`src/verilog/ihap_regs.svh`:
```
`ifndef IHAP_REGS_SVH
`define IHAP_REGS_SVH
// ----------------------------------------------------------------------
// Host address decode of the four direct registers.
// ----------------------------------------------------------------------
`define IHAP_ADDR_MCS 2'h0
`define IHAP_ADDR_LIA 2'h1
`define IHAP_ADDR_AMS 2'h2
`define IHAP_ADDR_IDP 2'h3
// ----------------------------------------------------------------------
// Master control/status field positions.
// ----------------------------------------------------------------------
`define IHAP_BIT_SWRST 7
`define IHAP_BIT_CLKCLR 6
`define IHAP_BIT_SYSCLR 5
`define IHAP_BIT_ABUF 4
`define IHAP_BIT_MAINOE 3
`define IHAP_BIT_LOCOE 2
`define IHAP_BIT_LOCFN 1
`define IHAP_BIT_BUSY 0
// ----------------------------------------------------------------------
// Reset values and timing.
// ----------------------------------------------------------------------
`define IHAP_RESET_VAL 8'h00
`define IHAP_CLK_MHZ 25
`define IHAP_CLR_PULSE_NS 160
`define IHAP_CLR_CYCLES ((`IHAP_CLR_PULSE_NS * `IHAP_CLK_MHZ + 999) / 1000)
// ----------------------------------------------------------------------
// Address mode upper nibble codes.
// ----------------------------------------------------------------------
`define IHAP_UP_CTRL 4'h0
`define IHAP_UP_LDM1 4'h1
`define IHAP_UP_LDM2 4'h2
`define IHAP_UP_LCMTS 4'h4
`define IHAP_UP_LCMSC 4'h5
`define IHAP_UP_LHOLD 4'h7
`define IHAP_UP_CDM1 4'h9
`define IHAP_UP_CDM2 4'hA
`define IHAP_UP_CCM 4'hB
`define IHAP_UP_CCMD1 4'hE
`define IHAP_UP_CCMD2 4'hF
`endif

```
`src/verilog/ihap_pkg.sv`:
```
package ihap_pkg;
   // Memory space selected by the address mode register.
   typedef enum logic [3:0] {
      IHAP_TGT_NONE = 4'h0,
      IHAP_TGT_CTRL = 4'h1,
      IHAP_TGT_LDM1 = 4'h2,
      IHAP_TGT_LDM2 = 4'h3,
      IHAP_TGT_LCMTS = 4'h4,
      IHAP_TGT_LCMSC = 4'h5,
      IHAP_TGT_CDM1 = 4'h6,
      IHAP_TGT_CDM2 = 4'h7,
      IHAP_TGT_CCMTS = 4'h8,
      IHAP_TGT_CCMSC = 4'h9,
      IHAP_TGT_CCMTAG = 4'hA
   } ihap_tgt_t;
   // Connection-block command.
   typedef enum logic [3:0] {
      IHAP_OP_NONE = 4'h0,
      IHAP_OP_MAKE = 4'h1,
      IHAP_OP_BREAK = 4'h2,
      IHAP_OP_CLEAR = 4'h3,
      IHAP_OP_READ = 4'h4,
      IHAP_OP_FIND = 4'h5,
      IHAP_OP_RSTBLK = 4'h6,
      IHAP_OP_RSTHOLD = 4'h7,
      IHAP_OP_INIT = 4'h8
   } ihap_op_t;
   // Connection block addressed by a command.
   typedef enum logic [1:0] {
      IHAP_BLK_EVEN = 2'h0,
      IHAP_BLK_ODD = 2'h1,
      IHAP_BLK_LOCAL = 2'h3
   } ihap_blk_t;
   // Indirect access sequencer, Gray coded from IDLE through WAIT to DONE.
   typedef enum logic [1:0] {
      IHAP_ST_IDLE = 2'h0,
      IHAP_ST_WAIT = 2'h1,
      IHAP_ST_DONE = 2'h3
   } ihap_st_t;
endpackage

```
`src/verilog/ihap_mode_decode.sv`:
```
`timescale 1ns/10ps
`include "ihap_regs.svh"
// Decodes the address mode register into a memory space or a command.
module ihap_mode_decode (
   // Address mode value.
   input wire logic [7:0] mode,
   // Decoded selections.
   output ihap_pkg::ihap_tgt_t tgt,
   output ihap_pkg::ihap_op_t op,
   output ihap_pkg::ihap_blk_t blk,
   output logic hold_reset
);
   import ihap_pkg::*;
   logic [3:0] up; // Space or command group.
   logic [3:0] lo; // Stream address or sub-code.
   logic lo_zero; // Lower nibble is all zero.
   logic blk_ok; // Lower two bits name a real block.

   assign up = mode[7:4];
   assign lo = mode[3:0];
   assign lo_zero = (lo == 4'h0);
   assign blk_ok = (lo[1:0] != 2'h2);

   // Reserved codes fall through to no target and no command.
   always_comb begin
      tgt = IHAP_TGT_NONE;
      op = IHAP_OP_NONE;
      blk = ihap_blk_t'(lo[1:0]);
      hold_reset = 1'b0;
      unique case (up)
         `IHAP_UP_CTRL: if (lo_zero) tgt = IHAP_TGT_CTRL;
         `IHAP_UP_LDM1: tgt = IHAP_TGT_LDM1;
         `IHAP_UP_LDM2: tgt = IHAP_TGT_LDM2;
         `IHAP_UP_LCMTS: tgt = IHAP_TGT_LCMTS;
         `IHAP_UP_LCMSC: tgt = IHAP_TGT_LCMSC;
         `IHAP_UP_LHOLD: hold_reset = lo_zero;
         `IHAP_UP_CDM1: if (lo_zero) tgt = IHAP_TGT_CDM1;
         `IHAP_UP_CDM2: if (lo_zero) tgt = IHAP_TGT_CDM2;
         `IHAP_UP_CCM: begin
            // Field select inside the connection block.
            if (lo == 4'h0) tgt = IHAP_TGT_CCMTS;
            else if (lo == 4'h1) tgt = IHAP_TGT_CCMSC;
            else if (lo == 4'h2) tgt = IHAP_TGT_CCMTAG;
         end
         `IHAP_UP_CCMD1: begin
            // Make, break, clear and read by the upper two bits.
            if (blk_ok) begin
               unique case (lo[3:2])
                  2'h0: op = IHAP_OP_MAKE;
                  2'h1: op = IHAP_OP_BREAK;
                  2'h2: op = IHAP_OP_CLEAR;
                  2'h3: op = IHAP_OP_READ;
               endcase
            end
         end
         `IHAP_UP_CCMD2: begin
            // Find, block reset, holding reset and initialise.
            if (lo == 4'hC) op = IHAP_OP_RSTHOLD;
            else if (lo == 4'hF) op = IHAP_OP_INIT;
            else if (blk_ok && lo[3:2] == 2'h0) op = IHAP_OP_FIND;
            else if (blk_ok && lo[3:2] == 2'h2) op = IHAP_OP_RSTBLK;
         end
         default: tgt = IHAP_TGT_NONE;
      endcase
   end
endmodule

```
`src/verilog/ihap_port.sv`:
```
`timescale 1ns/10ps
`include "ihap_regs.svh"
module ihap_port #(
   parameter int CLR_CYCLES = `IHAP_CLR_CYCLES
) (
   // Clock and reset.
   input wire logic clock,
   input wire logic rst_n,
   // Host pins.
   input wire logic cs_n,
   input wire logic rd_n,
   input wire logic wr_n,
   input wire logic [1:0] addr,
   input wire logic [7:0] data_in,
   output logic [7:0] data_out,
   output logic data_oe,
   // Indirect memory side.
   output ihap_pkg::ihap_tgt_t mem_sel,
   output logic [11:0] mem_addr,
   output logic [7:0] mem_wdata,
   output logic mem_wr,
   output logic mem_rd,
   input wire logic mem_ack,
   input wire logic [7:0] mem_rdata,
   // Connection-block command side.
   output ihap_pkg::ihap_op_t cam_op,
   output ihap_pkg::ihap_blk_t cam_blk,
   output logic cam_req,
   input wire logic cam_done,
   input wire logic [7:0] cam_result,
   output logic local_hold_reset,
   // Control levels to the rest of the device.
   output logic software_reset,
   output logic clock_fault_clear,
   output logic system_fault_clear,
   output logic active_buffer,
   output logic main_bus_output_enable,
   output logic local_output_enable,
   output logic local_function_enable,
   output logic test_clock_enable
);
   import ihap_pkg::*;

   // ------------------------------------------------------------------
   // Host pin synchronisation and strobe detection.
   // ------------------------------------------------------------------
   logic [12:0] pins_s; // Synchronised host pins.
   logic cs_n_s; // Synchronised chip select.
   logic rd_n_s; // Synchronised read strobe.
   logic wr_n_s; // Synchronised write strobe.
   logic [1:0] addr_s; // Synchronised address.
   logic [7:0] din_s; // Synchronised write data.
   logic wr_n_d_r; // Write strobe one cycle later.
   logic cs_n_d_r; // Chip select one cycle later.
   logic wr_stb; // One-cycle write taken.

   ihap_sync #(.WIDTH(13), .INIT(13'h1C00)) u_sync (
      .clock(clock),
      .rst_n(rst_n),
      .pin_in({cs_n, rd_n, wr_n, addr, data_in}),
      .sync_out(pins_s)
   );
   assign {cs_n_s, rd_n_s, wr_n_s, addr_s, din_s} = pins_s;

   // Delayed copies for the end-of-write edge.
   always_ff @(posedge clock) begin
      if (!rst_n) begin
         wr_n_d_r <= 1'b1;
         cs_n_d_r <= 1'b1;
      end else begin
         wr_n_d_r <= wr_n_s;
         cs_n_d_r <= cs_n_s;
      end
   end

   // A write is taken where the strobe rises, data being settled then.
   assign wr_stb = wr_n_s & ~wr_n_d_r & ~cs_n_d_r;

   // ------------------------------------------------------------------
   // Direct registers.
   // ------------------------------------------------------------------
   logic [7:0] mcs_r; // Master control/status, busy bit unused here.
   logic [7:0] lia_r; // Lower indirect address.
   logic [7:0] ams_r; // Address mode select.
   logic [7:0] idp_r; // Indirect data port.
   logic [7:0] mcs_nxt; // Next master control value.
   logic busy; // Connection block in use.
   logic clr_any; // Any self-clearing bit is set.
   logic clr_end; // Pulse count reached.
   logic [7:0] clr_cnt_r; // Length of the clear pulses.
   logic wr_mcs; // Write to master control.
   logic wr_lia; // Write to slot address.
   logic wr_ams; // Write to mode.
   logic wr_idp; // Write to data.

   assign wr_mcs = wr_stb && addr_s == `IHAP_ADDR_MCS;
   assign wr_lia = wr_stb && addr_s == `IHAP_ADDR_LIA;
   assign wr_ams = wr_stb && addr_s == `IHAP_ADDR_AMS;
   assign wr_idp = wr_stb && addr_s == `IHAP_ADDR_IDP;
   assign clr_any = |mcs_r[`IHAP_BIT_SWRST:`IHAP_BIT_SYSCLR];
   assign clr_end = clr_any && clr_cnt_r == 8'(CLR_CYCLES - 1);

   // Next control value: a new set wins over the self-clear.
   always_comb begin
      mcs_nxt = mcs_r;
      if (clr_end) begin
         mcs_nxt[`IHAP_BIT_SWRST:`IHAP_BIT_SYSCLR] = 3'h0;
         if (mcs_r[`IHAP_BIT_SWRST]) mcs_nxt[`IHAP_BIT_ABUF:`IHAP_BIT_LOCFN] = 4'h0;
      end
      if (wr_mcs) begin
         mcs_nxt[7:1] = din_s[7:1] | (clr_end ? 7'h00 : {mcs_r[7:5], 4'h0});
      end
      mcs_nxt[`IHAP_BIT_BUSY] = 1'b0;
   end

   // Master control register.
   always_ff @(posedge clock) begin
      if (!rst_n) mcs_r <= `IHAP_RESET_VAL;
      else mcs_r <= mcs_nxt;
   end

   // Counts the clear pulse; restarts whenever a clear bit is written.
   always_ff @(posedge clock) begin
      if (!rst_n) clr_cnt_r <= 8'h00;
      else if (wr_mcs && |din_s[7:5]) clr_cnt_r <= 8'h00;
      else if (clr_any && !clr_end) clr_cnt_r <= clr_cnt_r + 8'h01;
      else clr_cnt_r <= 8'h00;
   end

   // Slot and mode registers; a software reset returns them to zero.
   always_ff @(posedge clock) begin
      if (!rst_n || mcs_r[`IHAP_BIT_SWRST]) begin
         lia_r <= `IHAP_RESET_VAL;
         ams_r <= `IHAP_RESET_VAL;
      end else begin
         if (wr_lia) lia_r <= din_s;
         if (wr_ams) ams_r <= din_s;
      end
   end

   // ------------------------------------------------------------------
   // Mode decode of the written or current mode value.
   // ------------------------------------------------------------------
   ihap_tgt_t tgt_now; // Space of the mode in use.
   ihap_op_t op_new; // Command of a mode being written.
   ihap_blk_t blk_new; // Block of a mode being written.
   ihap_tgt_t tgt_new; // Space of a mode being written.
   logic hold_new; // Holding reset of a mode being written.
   logic [7:0] mode_eff; // Mode value to decode.

   assign mode_eff = wr_ams ? din_s : ams_r;
   ihap_mode_decode u_dec (
      .mode(mode_eff),
      .tgt(tgt_new),
      .op(op_new),
      .blk(blk_new),
      .hold_reset(hold_new)
   );
   assign tgt_now = tgt_new;

   // ------------------------------------------------------------------
   // Indirect access sequencer.
   // ------------------------------------------------------------------
   ihap_st_t st_r; // Sequencer state.
   logic is_mem; // Current space is a memory.
   logic start_rd; // Prefetch after a new selection.
   logic start_cam; // Command written.
   logic cam_wants_data; // Command returns a result.
   logic cam_pend_r; // Command in flight.

   assign is_mem = tgt_now != IHAP_TGT_NONE;
   assign start_rd = (wr_lia || wr_ams) && is_mem && !mcs_r[`IHAP_BIT_SWRST];
   assign start_cam = wr_ams && op_new != IHAP_OP_NONE && !mcs_r[`IHAP_BIT_SWRST];
   assign cam_wants_data = cam_op == IHAP_OP_READ || cam_op == IHAP_OP_FIND;
   assign busy = cam_pend_r;

   // Idle, wait for the memory or block, then one cycle to finish.
   always_ff @(posedge clock) begin
      if (!rst_n) st_r <= IHAP_ST_IDLE;
      else begin
         unique case (st_r)
            IHAP_ST_IDLE: if (start_rd || start_cam) st_r <= IHAP_ST_WAIT;
            IHAP_ST_WAIT: if ((cam_pend_r && cam_done) || (!cam_pend_r && mem_ack)) begin
               st_r <= IHAP_ST_DONE;
            end
            IHAP_ST_DONE: st_r <= IHAP_ST_IDLE;
            default: st_r <= IHAP_ST_IDLE;
         endcase
      end
   end

   // Memory address and strobes; the stream is the mode low nibble.
   always_ff @(posedge clock) begin
      if (!rst_n) begin
         mem_sel <= IHAP_TGT_NONE;
         mem_addr <= 12'h000;
         mem_wdata <= 8'h00;
         mem_wr <= 1'b0;
         mem_rd <= 1'b0;
      end else begin
         mem_wr <= 1'b0;
         mem_rd <= 1'b0;
         if (st_r == IHAP_ST_IDLE && start_rd) begin
            mem_sel <= tgt_now;
            mem_addr <= {mode_eff[3:0], wr_lia ? din_s : lia_r};
            mem_rd <= 1'b1;
         end else if (st_r == IHAP_ST_IDLE && wr_idp && is_mem && !mcs_r[`IHAP_BIT_SWRST]) begin
            mem_sel <= tgt_now;
            mem_addr <= {ams_r[3:0], lia_r};
            mem_wdata <= din_s;
            mem_wr <= 1'b1;
         end
      end
   end

   // Connection-block command issue and busy flag.
   always_ff @(posedge clock) begin
      if (!rst_n) begin
         cam_op <= IHAP_OP_NONE;
         cam_blk <= IHAP_BLK_EVEN;
         cam_req <= 1'b0;
         cam_pend_r <= 1'b0;
      end else begin
         cam_req <= 1'b0;
         if (st_r == IHAP_ST_IDLE && start_cam) begin
            cam_op <= op_new;
            cam_blk <= blk_new;
            cam_req <= 1'b1;
            cam_pend_r <= 1'b1;
         end else if (cam_pend_r && cam_done) begin
            cam_pend_r <= 1'b0;
         end
      end
   end

   // Local holding reset pulse on writing mode 0x70.
   always_ff @(posedge clock) begin
      if (!rst_n) local_hold_reset <= 1'b0;
      else local_hold_reset <= wr_ams && hold_new && !mcs_r[`IHAP_BIT_SWRST];
   end

   // Data register: host writes, memory prefetch and command results.
   always_ff @(posedge clock) begin
      if (!rst_n || mcs_r[`IHAP_BIT_SWRST]) idp_r <= `IHAP_RESET_VAL;
      else if (wr_idp) idp_r <= din_s;
      else if (st_r == IHAP_ST_WAIT && !cam_pend_r && mem_ack) idp_r <= mem_rdata;
      else if (cam_pend_r && cam_done && cam_wants_data) idp_r <= cam_result;
   end

   // ------------------------------------------------------------------
   // Host read path.
   // ------------------------------------------------------------------
   // Registered read data; write-only registers read as zero.
   always_ff @(posedge clock) begin
      if (!rst_n) begin
         data_out <= 8'h00;
         data_oe <= 1'b0;
      end else begin
         data_oe <= ~cs_n_s & ~rd_n_s;
         unique case (addr_s)
            `IHAP_ADDR_MCS: data_out <= {mcs_r[7:1], busy};
            `IHAP_ADDR_IDP: data_out <= idp_r;
            default: data_out <= 8'h00;
         endcase
      end
   end

   // ------------------------------------------------------------------
   // Control levels.
   // ------------------------------------------------------------------
   assign software_reset = mcs_r[`IHAP_BIT_SWRST];
   assign clock_fault_clear = mcs_r[`IHAP_BIT_CLKCLR];
   assign system_fault_clear = mcs_r[`IHAP_BIT_SYSCLR];
   assign active_buffer = mcs_r[`IHAP_BIT_ABUF];
   assign main_bus_output_enable = mcs_r[`IHAP_BIT_MAINOE] & ~software_reset;
   assign local_output_enable = mcs_r[`IHAP_BIT_LOCOE] & ~software_reset;
   assign local_function_enable = mcs_r[`IHAP_BIT_LOCFN] & ~software_reset;
   assign test_clock_enable = ~software_reset;

   // ------------------------------------------------------------------
   // Checks.
   // ------------------------------------------------------------------
   property p_decode_lia;
      @(posedge clock) disable iff (!rst_n)
      wr_lia && !mcs_r[7] |=> lia_r == $past(din_s);
   endproperty
   a_decode_lia: assert property (p_decode_lia) else $error("slot write lost");

   property p_reset_zero;
      @(posedge clock) !rst_n |=> mcs_r == 8'h00 && lia_r == 8'h00 && ams_r == 8'h00;
   endproperty
   a_reset_zero: assert property (p_reset_zero) else $error("reset value wrong");

   property p_swrst_clear;
      @(posedge clock) disable iff (!rst_n)
      mcs_r[7] && clr_end && !wr_mcs |=> !mcs_r[7] && mcs_r[4:1] == 4'h0;
   endproperty
   a_swrst_clear: assert property (p_swrst_clear) else $error("reset bit stuck");

   property p_fault_clear;
      @(posedge clock) disable iff (!rst_n)
      $rose(mcs_r[6]) |-> ##[1:256] !mcs_r[6];
   endproperty
   a_fault_clear: assert property (p_fault_clear) else $error("clear bit stuck");

   property p_main_off;
      @(posedge clock) disable iff (!rst_n)
      !mcs_r[3] || mcs_r[7] |-> !main_bus_output_enable;
   endproperty
   a_main_off: assert property (p_main_off) else $error("main bus on");

   property p_test_clk;
      @(posedge clock) disable iff (!rst_n)
      test_clock_enable == !software_reset;
   endproperty
   a_test_clk: assert property (p_test_clk) else $error("test clock wrong");

   property p_busy_read;
      @(posedge clock) disable iff (!rst_n)
      (cam_req || cam_pend_r) && !cam_done |=> cam_pend_r;
   endproperty
   a_busy_read: assert property (p_busy_read) else $error("busy dropped");

   property p_hold_reset;
      @(posedge clock) disable iff (!rst_n)
      wr_ams && din_s == 8'h70 && !mcs_r[7] |=> local_hold_reset && !cam_req;
   endproperty
   a_hold_reset: assert property (p_hold_reset) else $error("hold reset missed");

   property p_init_cmd;
      @(posedge clock) disable iff (!rst_n)
      wr_ams && din_s == 8'hFF && st_r == IHAP_ST_IDLE && !mcs_r[7]
         |=> cam_req && cam_op == IHAP_OP_INIT;
   endproperty
   a_init_cmd: assert property (p_init_cmd) else $error("init not issued");

   property p_mem_addr;
      @(posedge clock) disable iff (!rst_n)
      mem_wr |-> mem_addr == {ams_r[3:0], lia_r} && mem_wdata == idp_r;
   endproperty
   a_mem_addr: assert property (p_mem_addr) else $error("memory address wrong");
endmodule

```
`src/verilog/ihap_sync.sv`:
```
`timescale 1ns/10ps
// Two-stage synchroniser for a group of pin inputs.
module ihap_sync #(
   parameter int WIDTH = 1,
   parameter logic [WIDTH-1:0] INIT = '0
) (
   // Clock and reset.
   input wire logic clock,
   input wire logic rst_n,
   // Asynchronous input and synchronised output.
   input wire logic [WIDTH-1:0] pin_in,
   output logic [WIDTH-1:0] sync_out
);
   logic [WIDTH-1:0] meta_r; // First stage, read only by the second.

   // Both stages load the idle level during reset.
   always_ff @(posedge clock) begin
      if (!rst_n) begin
         meta_r <= INIT;
         sync_out <= INIT;
      end else begin
         meta_r <= pin_in;
         sync_out <= meta_r;
      end
   end
endmodule
```
`config.mk`:
```
export PLATFORM = sky130hd
export DESIGN_NAME = ihap_port
export DESIGN_NICKNAME = d
export VERILOG_FILES = /design/src/verilog/ihap_pkg.sv /design/src/verilog/ihap_mode_decode.sv /design/src/verilog/ihap_port.sv /design/src/verilog/ihap_sync.sv
export VERILOG_INCLUDE_DIRS = /design/src /design/src/verilog
export SDC_FILE = /design/constraint.sdc
export NUM_CORES = 1
export LEC_CHECK = 0
export CAP_MARGIN = 15
export CORE_AREA = 2 2 107 109
export CTS_BUF_LIST = sky130_fd_sc_hd__clkbuf_2 sky130_fd_sc_hd__clkbuf_4 sky130_fd_sc_hd__clkbuf_8
export DETAILED_ROUTE_END_ITERATION = 6
export DIE_AREA = 0 0 109 111
export DONT_BUFFER_PORTS = 1
export SKIP_LAST_GASP = 1
export SYNTH_ARGS = -nofsm -noshare
export SYNTH_HDL_FRONTEND = slang
export SYNTH_SLANG_ARGS = --single-unit
```
`constraint.sdc`:
```
create_clock -name clock -period 5.7 [get_ports clock]
set_input_delay 0.855 -clock clock [delete_from_list [all_inputs] [get_ports clock]]
set_output_delay 0.855 -clock clock [all_outputs]
set_load 0.01 [all_outputs]
```
==> results of run 1 <==
cell type report:
cell class	count	area (um2)
Fill cell	1027	5680
Multi-Input combinational cell	376	2410
Sequential cell	113	2260
Clock buffer	20	263
Clock inverter	11	209
Tap cell	143	179
Timing Repair Buffer	5	37.5
Inverter	10	37.5
Yosys cell counts (2+ instances only):
library cell,number,share of area [%]
ha_1,7,1.8
a31oi_1,5,0.64
nor4_1,4,0.52
and3_1,7,0.90
dfxtp_1,113,47
o2bb2ai_1,9,1.6
o211ai_1,10,1.5
a211oi_1,3,0.46
nand4_1,7,0.90
clkbuf_1,24,1.9
xnor2_1,6,1.1
xor2_1,4,0.72
o21ai_2,2,0.36
a31oi_4,2,0.88
buf_6,2,0.46
nand3_1,12,1.2
mux2_4,2,0.62
o21ai_0,10,1.0
nor2b_1,6,0.77
buf_2,6,0.62
nand2b_1,13,1.7
nand4b_1,2,0.36
nand2_1,58,4.5
a21oi_1,30,3.1
nor3_1,12,1.2
nor2_1,56,4.3
a32o_1,2,0.41
or3_1,3,0.39
and2_1,28,3.6
mux2i_1,29,6.0
o311ai_0,2,0.36
inv_1,10,0.77
a22oi_1,20,3.1
routing by layer:
metal	vias to the layer above	share of wire, %	global-route usage, %
li1	1852	-	-
met1	1802	42	25.9
met4	0	2.0	9.66
met3	22	7.9	6.35
met2	170	48	32.3
met5	-	0	0
worst max-delay path, cell delays in order, from the launching register on:
cell       delay, ns
dfxtp_1         0.33
inv_1           0.08
ha_1            0.18
nand4bb_1       0.63
nand2_1         0.30
and2_1          0.24
inv_1           0.08
ha_1            0.25
nand2b_1        0.16
mux2i_1         0.26
o2111ai_1       0.15
o211ai_1        0.27
o21ai_2         0.21
a21oi_1         0.19
nor2_1          0.05
metrics by stage:
step	total power, mW	std cells	util (%)	setup slack (ns)	hold slack (ns)
after floorplan	0.853	532	-	2.85	0.368
after global placement	0.863	647	44.5	2.27	0.372
after detailed placement	0.865	647	44.5	2.21	0.377
after CTS	1.76	678	48.7	2.20	0.386
after global routing	1.80	678	48.7	1.82	0.400
final	1.74	678	48.7	2.17	0.382
kinds of logic (layout without fill, tap and decap cells):
kind of cell / Yosys count / count (layout) / synth area share [%]
xor gates and xnor gates: 10 / 10 / 1.80
DFF: 113 / 113 / 46.6
AOI/OAI and AO/OA: 106 / 106 / 15.8
and+or+nand+nor: 221 / 221 / 23.2
buffers and inverters: 43 / 46 / 3.87
muxes: 32 / 32 / 6.83
adders and majority gates: 7 / 7 / 1.80
power by group through the flow:
| stage | clock, mW | sequential (mW) | combinational (mW) |
|---|---|---|---|
| 3_5_place_dp | 0 | 0.831 | 0.0338 |
| 2_1_floorplan | 0 | 0.821 | 0.0323 |
| 6_report | 0.898 | 0.814 | 0.0330 |
| 5_1_grt | 0.953 | 0.814 | 0.0373 |
| 3_3_place_gp | 0 | 0.831 | 0.0328 |
| 4_1_cts | 0.917 | 0.813 | 0.0338 |
how the worst max path moves through the flow:
stage,start,end,cells past startpoint,slack (ns)
floorplan,u_sync.sync_out[8],cam_blk[0],17,2.85
global placement,u_sync.sync_out[8],cam_blk[0],14,2.27
detailed placement,u_sync.sync_out[8],cam_op[3],14,2.21
CTS,u_sync.sync_out[8],cam_op[3],14,2.20
global route,u_sync.sync_out[8],cam_op[3],14,1.82
finish,u_sync.sync_out[8],cam_op[3],14,2.17
registers in the layout (all words and copies together) (netlist names), 2 cells and up:
| register | count |
|---|---|
| clr_cnt_r | 8 |
| lia_r | 8 |
| u_sync.sync_out | 13 |
| cam_blk | 2 |
| cam_op | 4 |
| mem_wdata | 8 |
| mem_sel | 4 |
| mem_addr | 12 |
| u_sync.meta_r | 13 |
| data_out | 8 |
| mcs_r | 7 |
| ams_r | 8 |
| idp_r | 8 |
| st_r | 2 |
==> flow_summary.toml, run 1 <==
[status]
status = "completed"

[worst_hold_path]
worstHoldPathCells = 1
hold_start = "u_sync.sync_out[11]"
hold_class = "reg2reg"
min_to = "data_oe"

[sta]
hold_viol = 0
rsz0062_at_grt = "no"
slew_violations = 0
fin_crit_ns = 3.53
setup_tns_ns = 0
finalCritPeriodShare_pct = 61.9
fin_skew_ns = 0.00685
tightest_slew_ns = 1.07
slew_headroom_pct = 28.8
finalSetupViolations = 0
max_freq_mhz = 284

[layout]
fin_nets = 563
num_antenna_cells = 0
layout_common_cells = "113 x dfxtp_1, 58 x nand2_1, 56 x nor2_1, 30 x a21oi_1, 29 x mux2i_1"
drive_gt1_share_pct = 10.3
design_area_um2 = 5400
mostFrequentLayoutCell = "dfxtp_1"
area_delta_synth_final_pct = 11.2

[global_route]
antenna_found_initial = 0
grt_pass1_vias = 3724
grt_start_max_net_pins = 34
grt.overflow.total = 0
grt_pass1_wl_um = 19200
grt_usage_pct = 20.7

[synthesis]
synthesis.nets = 572
ys_ff_latch = 113
async_flop_share_pct = 0
yosys.cell_types.count = 59
synthCells = 532
avgSynthCellArea_um2 = 9.12
ys.warnings.count = 0
synth_edf_count = 0
synth_area_um2 = 4850
synthFlopType = "dfxtp_1"
yosysSeqAreaShare_pct = 46.6

[route]
dr.pass1.iters = 5
wl_per_cell_um = 17.9
via_count = 3846
postRouteWirelength_um = 12200
drt_iter0_markers = 186
vias_per_cell = 5.67
drc = 0
drtAntennaViolNets = 0

[pwr]
seqPwrFrac_pct = 46.6
ir_worst_vdd_uv = 161
p_clk_share_pct = 51.5
p_sw_share_pct = 20.1
powerDensity_nw_per_um2 = 323
p_int_mw = 1.39
p_comb_share_pct = 1.9
switchingPower_mw = 0.351
p_leak_nw = 1.94

[floorplan]
die_h_um = 111
coreArea_um2 = 11100
fp-row-count = 39
die_area_um2 = 12100
die_w_um = 109
ioPinCount = 84
start_util_pct = 43.8

[clock_tree]
cts_made_buffers = 17
postCtsSetupRepairBufs = 0
worstSkewPairLatency_ns = 0.43
cts_resized = 0
root_buffer = "clkbuf_8"
cts.sinks = 113
clockBufferDepth = 2
hold_buffers = 0
cts.clk_slew.worst_paths_ns = 0.07
h-tree-depth = 4
cts_tree = "built"

[setup_path]
crit_path_start_kind = "flop"
path_class = "reg2reg"
end_kind = "flop"
r2r_slack_ns = 2.17
worstPathMaxFanout = 18
rr_endpoint = "cam_op[3]"
worstPathArrival_ns = 3.82
required_ns = 6.00
reg2reg_depth = 14
reg2reg_from = "u_sync.sync_out[8]"

[placed_design]
place.gp.congestion = 0.902
post-dp-hpwl_um = 8260
place_area_um2 = 4920
io_buffers = 0

[run]
cap_violations = 0
Note: power is estimated with default switching activity, not from simulation.
==> inputs of run 2 (changes only) <==
--- a/config.mk
+++ b/config.mk
@@ -6,11 +6,12 @@
 export SDC_FILE = /design/constraint.sdc
 export NUM_CORES = 1
 export LEC_CHECK = 0
+export ABC_AREA = 1
 export CAP_MARGIN = 15
-export CORE_AREA = 2 2 107 109
+export CORE_AREA = 2 2 108 110
 export CTS_BUF_LIST = sky130_fd_sc_hd__clkbuf_2 sky130_fd_sc_hd__clkbuf_4 sky130_fd_sc_hd__clkbuf_8
 export DETAILED_ROUTE_END_ITERATION = 6
-export DIE_AREA = 0 0 109 111
+export DIE_AREA = 0 0 110 112
 export DONT_BUFFER_PORTS = 1
 export SKIP_LAST_GASP = 1
 export SYNTH_ARGS = -nofsm -noshare
==> constraint.sdc (replaced) <==
create_clock -name clock -period 3.7 [get_ports clock]
set_input_delay 0.555 -clock clock [delete_from_list [all_inputs] [get_ports clock]]
set_output_delay 0.555 -clock clock [all_outputs]
set_load 0.01 [all_outputs]
==> run 2 against run 1 <==
- non-clock buffer count decreased by 1
- fmax increased by 17%
- sequential share of layout area decreased by 0.13 points
- core utilization decreased by 0.28 points
- setup slack got worse by 1.5 ns
- hold slack got worse by 0.17 ns
- final cell count increased by 21%
- synthesized cell count increased by 25%
- combinational power increased by 48%
- critical endpoint is now cam_blk[0]
==> flow_summary.toml, run 2 <==
[sta]
fin_skew_ns = 0.0110
finalSetupViolations = 0
finalCritPeriodShare_pct = 81.4
setup_tns_ns = 0
tightest_slew_ns = 0.764
fin_crit_ns = 3.01
slew_headroom_pct = 49.0
rsz0062_at_grt = "no"
hold_viol = 0
slew_violations = 0
max_freq_mhz = 332

[synthesis]
synthCells = 666
synth_area_leaders = "dfxtp_1 46%, nand2_1 9.6%, nor2_1 7.5%, inv_1 7.3%, nand4_1 3.7%"
synth_edf_count = 0
synthFlopType = "dfxtp_1"
synth_top_area_share_pct = 45.8
ys.warnings.count = 0
yosys.cell_types.count = 38
yosysSeqAreaShare_pct = 45.8
yosysTopAreaCell = "dfxtp_1"
synth_common_cells = "126 x nand2_1, 113 x dfxtp_1, 99 x nor2_1, 96 x inv_1, 29 x nand4_1"
synth_area_um2 = 4940
async_flop_share_pct = 0
synth.most_common_cell = "nand2_1"
avgSynthCellArea_um2 = 7.42
ys_ff_latch = 113
synthesis.nets = 706

[floorplan]
fp-row-count = 39
ioPinCount = 84
start_util_pct = 44.2
die_area_um2 = 12300
die_w_um = 110
coreArea_um2 = 11200
die_h_um = 112

[clock_tree]
clockBufferDepth = 2
hold_buffers = 0
root_buffer = "clkbuf_8"
h-tree-depth = 4
cts_made_buffers = 17
worstSkewPairLatency_ns = 0.42
postCtsSetupRepairBufs = 0
cts.clk_slew.worst_paths_ns = 0.06
cts_tree = "built"
cts_resized = 0
cts.sinks = 113

[layout]
drive_gt1_share_pct = 13.7
num_antenna_cells = 0
area_delta_synth_final_pct = 9.52
mostFrequentLayoutCell = "nand2_1"
final_util_pct = 48.4
fin_nets = 708
fill_cells = 1127
layout_common_cells = "126 x nand2_1, 113 x dfxtp_1, 99 x nor2_1, 96 x inv_1, 29 x nand4_1"
top_regs = "u_sync.meta_r (13), u_sync.sync_out (13), mem_addr (12)"

[placed_design]
io_buffers = 0
place.gp.congestion = 0.839
post-dp-hpwl_um = 8150

[setup_path]
worstPathMaxFanout = 13
crit_path_start_kind = "flop"
path_class = "reg2reg"
worstPathArrival_ns = 3.31
path_cells = "inv_1 > ha_1 > nand4_4 > nand2_1 > nand2_2 > inv_1 > ha_1 > nand2_1 > nor2_1 > nor3_1 > nand2_1 > nand3_1 > nor2_1 > nor2_1"
required_ns = 4.00
max_stage_delay_ns = 0.40
end_kind = "flop"
critical-path-slowest-cell = "ha_1"

[route]
wl_per_cell_um = 13.6
via_count = 4031
postRouteWirelength_um = 11200
dr.pass1.iters = 5
drt_iter0_markers = 165
vias_per_cell = 4.90
drc = 0
drtAntennaViolNets = 0

[global_route]
antenna_found_initial = 0
grt_pass1_vias = 3886
grt_start_max_net_pins = 49
grt.overflow.total = 0
grt_pass1_wl_um = 18500
grt_usage_pct = 19.5

[worst_hold_path]
hold_class = "in2reg"

[pwr]
p_leak_nw = 2.50
powerDensity_nw_per_um2 = 434
ir_worst_vdd_uv = 214

[run]
cap_violations = 0

[status]
status = "completed"
[run 2: cell types whose count changed after synthesis, moves of 10 or more]
cell      previous run  this run
o211ai_1            10         0
mux2i_1             29         8
nand2_1             58       126
a22oi_1             20         0
and2_1              28         0
inv_1               10        96
or2_2                0        18
clkbuf_1            24        11
nand4_1              7        29
nand2_2              0        12
nor2_1              56        99
nand2b_1            13         0
[run 2: cell families after synthesis]
group | Yosys count | share of synthesized area [%]
adders and majority gates | 7 | 1.77
DFF | 113 | 45.8
xor gates and xnor gates | 4 | 0.709
AOI/OAI and AO/OA | 61 | 6.84
muxes | 8 | 1.62
and+or+nand+nor | 348 | 33.3
buffers and inverters | 125 | 10.0
[run 2: area by class of cell]
cell class,count,area [um2],share of cell area [%]
inverter,104,393,7.26
clock inverter,10,87.6,1.62
clock buffer,21,277,5.11
sequential,113,2260,41.8
timing repair buffer,4,30.0,0.555
multi-input combinational,428,2180,40.4
tap,143,179,3.31
[run 2: report_power, final]
group / internal (mW) / switching (mW) / total (mW)
registers: 1.23 / 0.0121 / 1.24
clock network: 0.571 / 0.485 / 1.06
logic: 0.0160 / 0.0330 / 0.0490
total: 1.82 / 0.530 / 2.35
[run 2: path summary, 6_finish.rpt]
check                           start          to  slack (ns)  cells after the start
setup / recovery   u_sync.sync_out[8]  cam_blk[0]        0.69                     14
hold / removal                  rst_n    wr_n_d_r        0.22                      1
setup reg to reg   u_sync.sync_out[8]  cam_blk[0]        0.69                     14
hold reg to reg   u_sync.sync_out[11]     data_oe        0.40                      1
[run 2: critical path, delay by kind of cell, from the launching register on]
kind          cells  cell delay [ns]
fa+ha+maj         2             0.59
flops             1             0.33
buf+inv           2             0.24
simple gates     10             1.72
[run 2: metal layers]
layer  track usage, %  part of all wire (%)  vias to the layer above
met2             30.2                    45                      109
li1                 -                     -                     2100
met5                0                     0                        -
met1             25.3                    46                     1804
met3             5.85                   6.6                       18
met4             7.26                   1.9                        0
[run 2: stage by stage]
stage	hold WS (ns)	power [mW]	worst slack, ns	instance area, um2	cells
2_1_floorplan	0.367	1.31	1.39	4940	666
3_3_place_gp	0.391	1.32	0.747	5050	792
3_5_place_dp	0.395	1.32	0.719	5050	792
4_1_cts	0.186	2.38	0.685	5410	823
5_1_grt	0.206	2.44	0.322	5410	823
6_report	0.216	2.35	0.688	5410	823
==> inputs of run 3 (changes only) <==
==> constraint.sdc (replaced) <==
create_clock -name clock -period 2.5 [get_ports clock]
set_input_delay 0.375 -clock clock [delete_from_list [all_inputs] [get_ports clock]]
set_output_delay 0.375 -clock clock [all_outputs]
set_load 0.01 [all_outputs]
==> run 3 against run 2 <==
- core utilization increased by 3.8 points
- non-clock buffer count increased by 33
- die area unchanged
- clock skew decreased by 0.00098 ns
- count of clock-buffer cells in the layout decreased by 2
- final cell count increased by 4.4%
- wire length increased by 7.8%
- critical path type unchanged
==> flow_summary.toml, run 3 (same netlist as run 2, synthesis figures left out) <==
[route]
drt_iter0_markers = 258
postRouteWirelength_um = 12100
wl_per_cell_um = 14.1
dr.pass1.iters = 4
via_count = 4197
drtAntennaViolNets = 0
drc = 0
vias_per_cell = 4.89

[clock_tree]
cts.sinks = 113
clockBufferDepth = 2
cts_made_buffers = 17
worstSkewPairLatency_ns = 0.43
cts_tree = "built"
cts.clk_slew.worst_paths_ns = 0.08
root_buffer = "clkbuf_8"
h-tree-depth = 4

[setup_path]
path_cells = "inv_2 > ha_4 > nand4_4 > buf_4 > nand2_1 > nand2_2 > nand2_4 > nor2_4 > nand2_1 > nand3_1 > nor2_2 > nand3_4 > buf_8 > nand4_1 > nand2_1 > nor2_1 > nor2_1"
required_ns = 2.82
end_kind = "flop"
crit_family = "simple AND/OR/NAND/NOR gates"
crit_path_start_kind = "flop"
worstPathArrival_ns = 2.68
rr_endpoint = "mem_addr[3]"
path_class = "reg2reg"
max_stage_delay_ns = 0.33
worstPathMaxFanout = 13
critical-path-slowest-cell = "dfxtp_2"
crit_buf_inv = 3
cpMostUsedCell = "nand2_1"
reg2reg_depth = 17
reg2reg_from = "u_sync.sync_out[8]"
r2r_slack_ns = 0.14

[layout]
fin_cells = 859
top_regs = "u_sync.meta_r (13), u_sync.sync_out (13), mem_addr (12)"
layout_common_cells = "123 x nand2_1, 110 x dfxtp_1, 94 x inv_1, 93 x nor2_1, 33 x buf_4"
design_area_um2 = 5840
drive_gt1_share_pct = 20.4
area_delta_synth_final_pct = 18.2
fin_nets = 743
num_antenna_cells = 0
final_util_pct = 52.3
mostFrequentLayoutCell = "nand2_1"

[sta]
fin_skew_ns = 0.0100
fin_crit_ns = 2.36
finalCritPeriodShare_pct = 94.4
tightest_slew_ns = 0.624
slew_headroom_pct = 58.3
setup_tns_ns = 0
finalWorstSetupSlack_ns = 0.140
hold_viol = 0
rsz0062_at_grt = "yes"
holdWs_ns = 0.0367
finalSetupViolations = 0
max_freq_mhz = 424
slew_violations = 0

[floorplan]
die_w_um = 110
fp-row-count = 39
start_util_pct = 44.2
die_h_um = 112
die_area_um2 = 12300
coreArea_um2 = 11200
ioPinCount = 84

[global_route]
grt_start_max_net_pins = 49
grt_pass1_wl_um = 19800
grt.overflow.total = 0
grt_usage_pct = 20.8
antenna_found_initial = 0
grt_pass1_vias = 4163

[status]
status = "completed"

[placed_design]
place_area_um2 = 5220
post-dp-hpwl_um = 8460
dp.cells = 815
dp_slack_ns = -0.0434
io_buffers = 0
place.gp.congestion = 0.875

[worst_hold_path]
min_to = "u_sync.meta_r[5]"
hold_start = "rst_n"
hold_class = "in2reg"
worstHoldPathCells = 2

[pwr]
p_total_mw = 3.60
p_leak_nw = 2.69
powerDensity_nw_per_um2 = 616
ir_worst_vdd_uv = 349

[run]
cap_violations = 0
[run 3: cell count changes in the layout (fill, tap and decap cells not counted), sizes merged]
cell,change
buf,+32
clkbuf,-2
clkinv,-1
clkinvlp,-1
dlygate4sd3,+1
inv,+5
nand2,+1
nand3,+1
[run 3: worst max path at each step]
| stage | end | depth (start not counted) | slack (ns) | start |
|---|---|---|---|---|
| 3_5_place_dp | mem_addr[7] | 15 | -0.04 | u_sync.sync_out[8] |
| 5_1_grt | mem_sel[2] | 17 | -0.07 | u_sync.sync_out[8] |
| 6_report | mem_addr[3] | 17 | 0.14 | u_sync.sync_out[8] |
| 4_1_cts | cam_blk[0] | 18 | 0.03 | u_sync.sync_out[8] |
| 2_1_floorplan | cam_op[2] | 16 | 0.19 | u_sync.sync_out[8] |
| 3_3_place_gp | mem_addr[10] | 15 | 0.08 | u_sync.sync_out[8] |
[run 3: layout make-up]
type                            count  area [um2]
Fill cell                        1065        5340
Timing Repair Buffer               37         295
Sequential cell                   113        2270
Tap cell                          143         179
Inverter                          104         393
Clock inverter                     13         126
Multi-Input combinational cell    430        2320
Clock buffer                       19         262
[run 3: layer usage]
metal | part of all wire [%] | wire length (um) | GRT usage [%] | up-vias
met2 | 47 | 5630 | 32.1 | 109
met5 | 0 | 0 | 0 | -
li1 | - | - | - | 2179
met3 | 6.0 | 719 | 5.50 | 23
met4 | 2.3 | 272 | 8.86 | 0
met1 | 45 | 5460 | 27.1 | 1886
[run 3: repair_timing]
action,4_1_cts,5_1_grt
hold buffers,1,0
hold endpoints to repair,1,0
gates cloned,0,2
pin swaps,0,8
setup buffers,0,9
resized for setup,4,33
endpoints found under the setup margin,9,34
[run 3: report_power, final]
group	switching, mW	internal (mW)
Sequential	0.0126	1.82
Clock	0.817	0.854
Combinational	0.0609	0.0342
Total	0.891	2.71
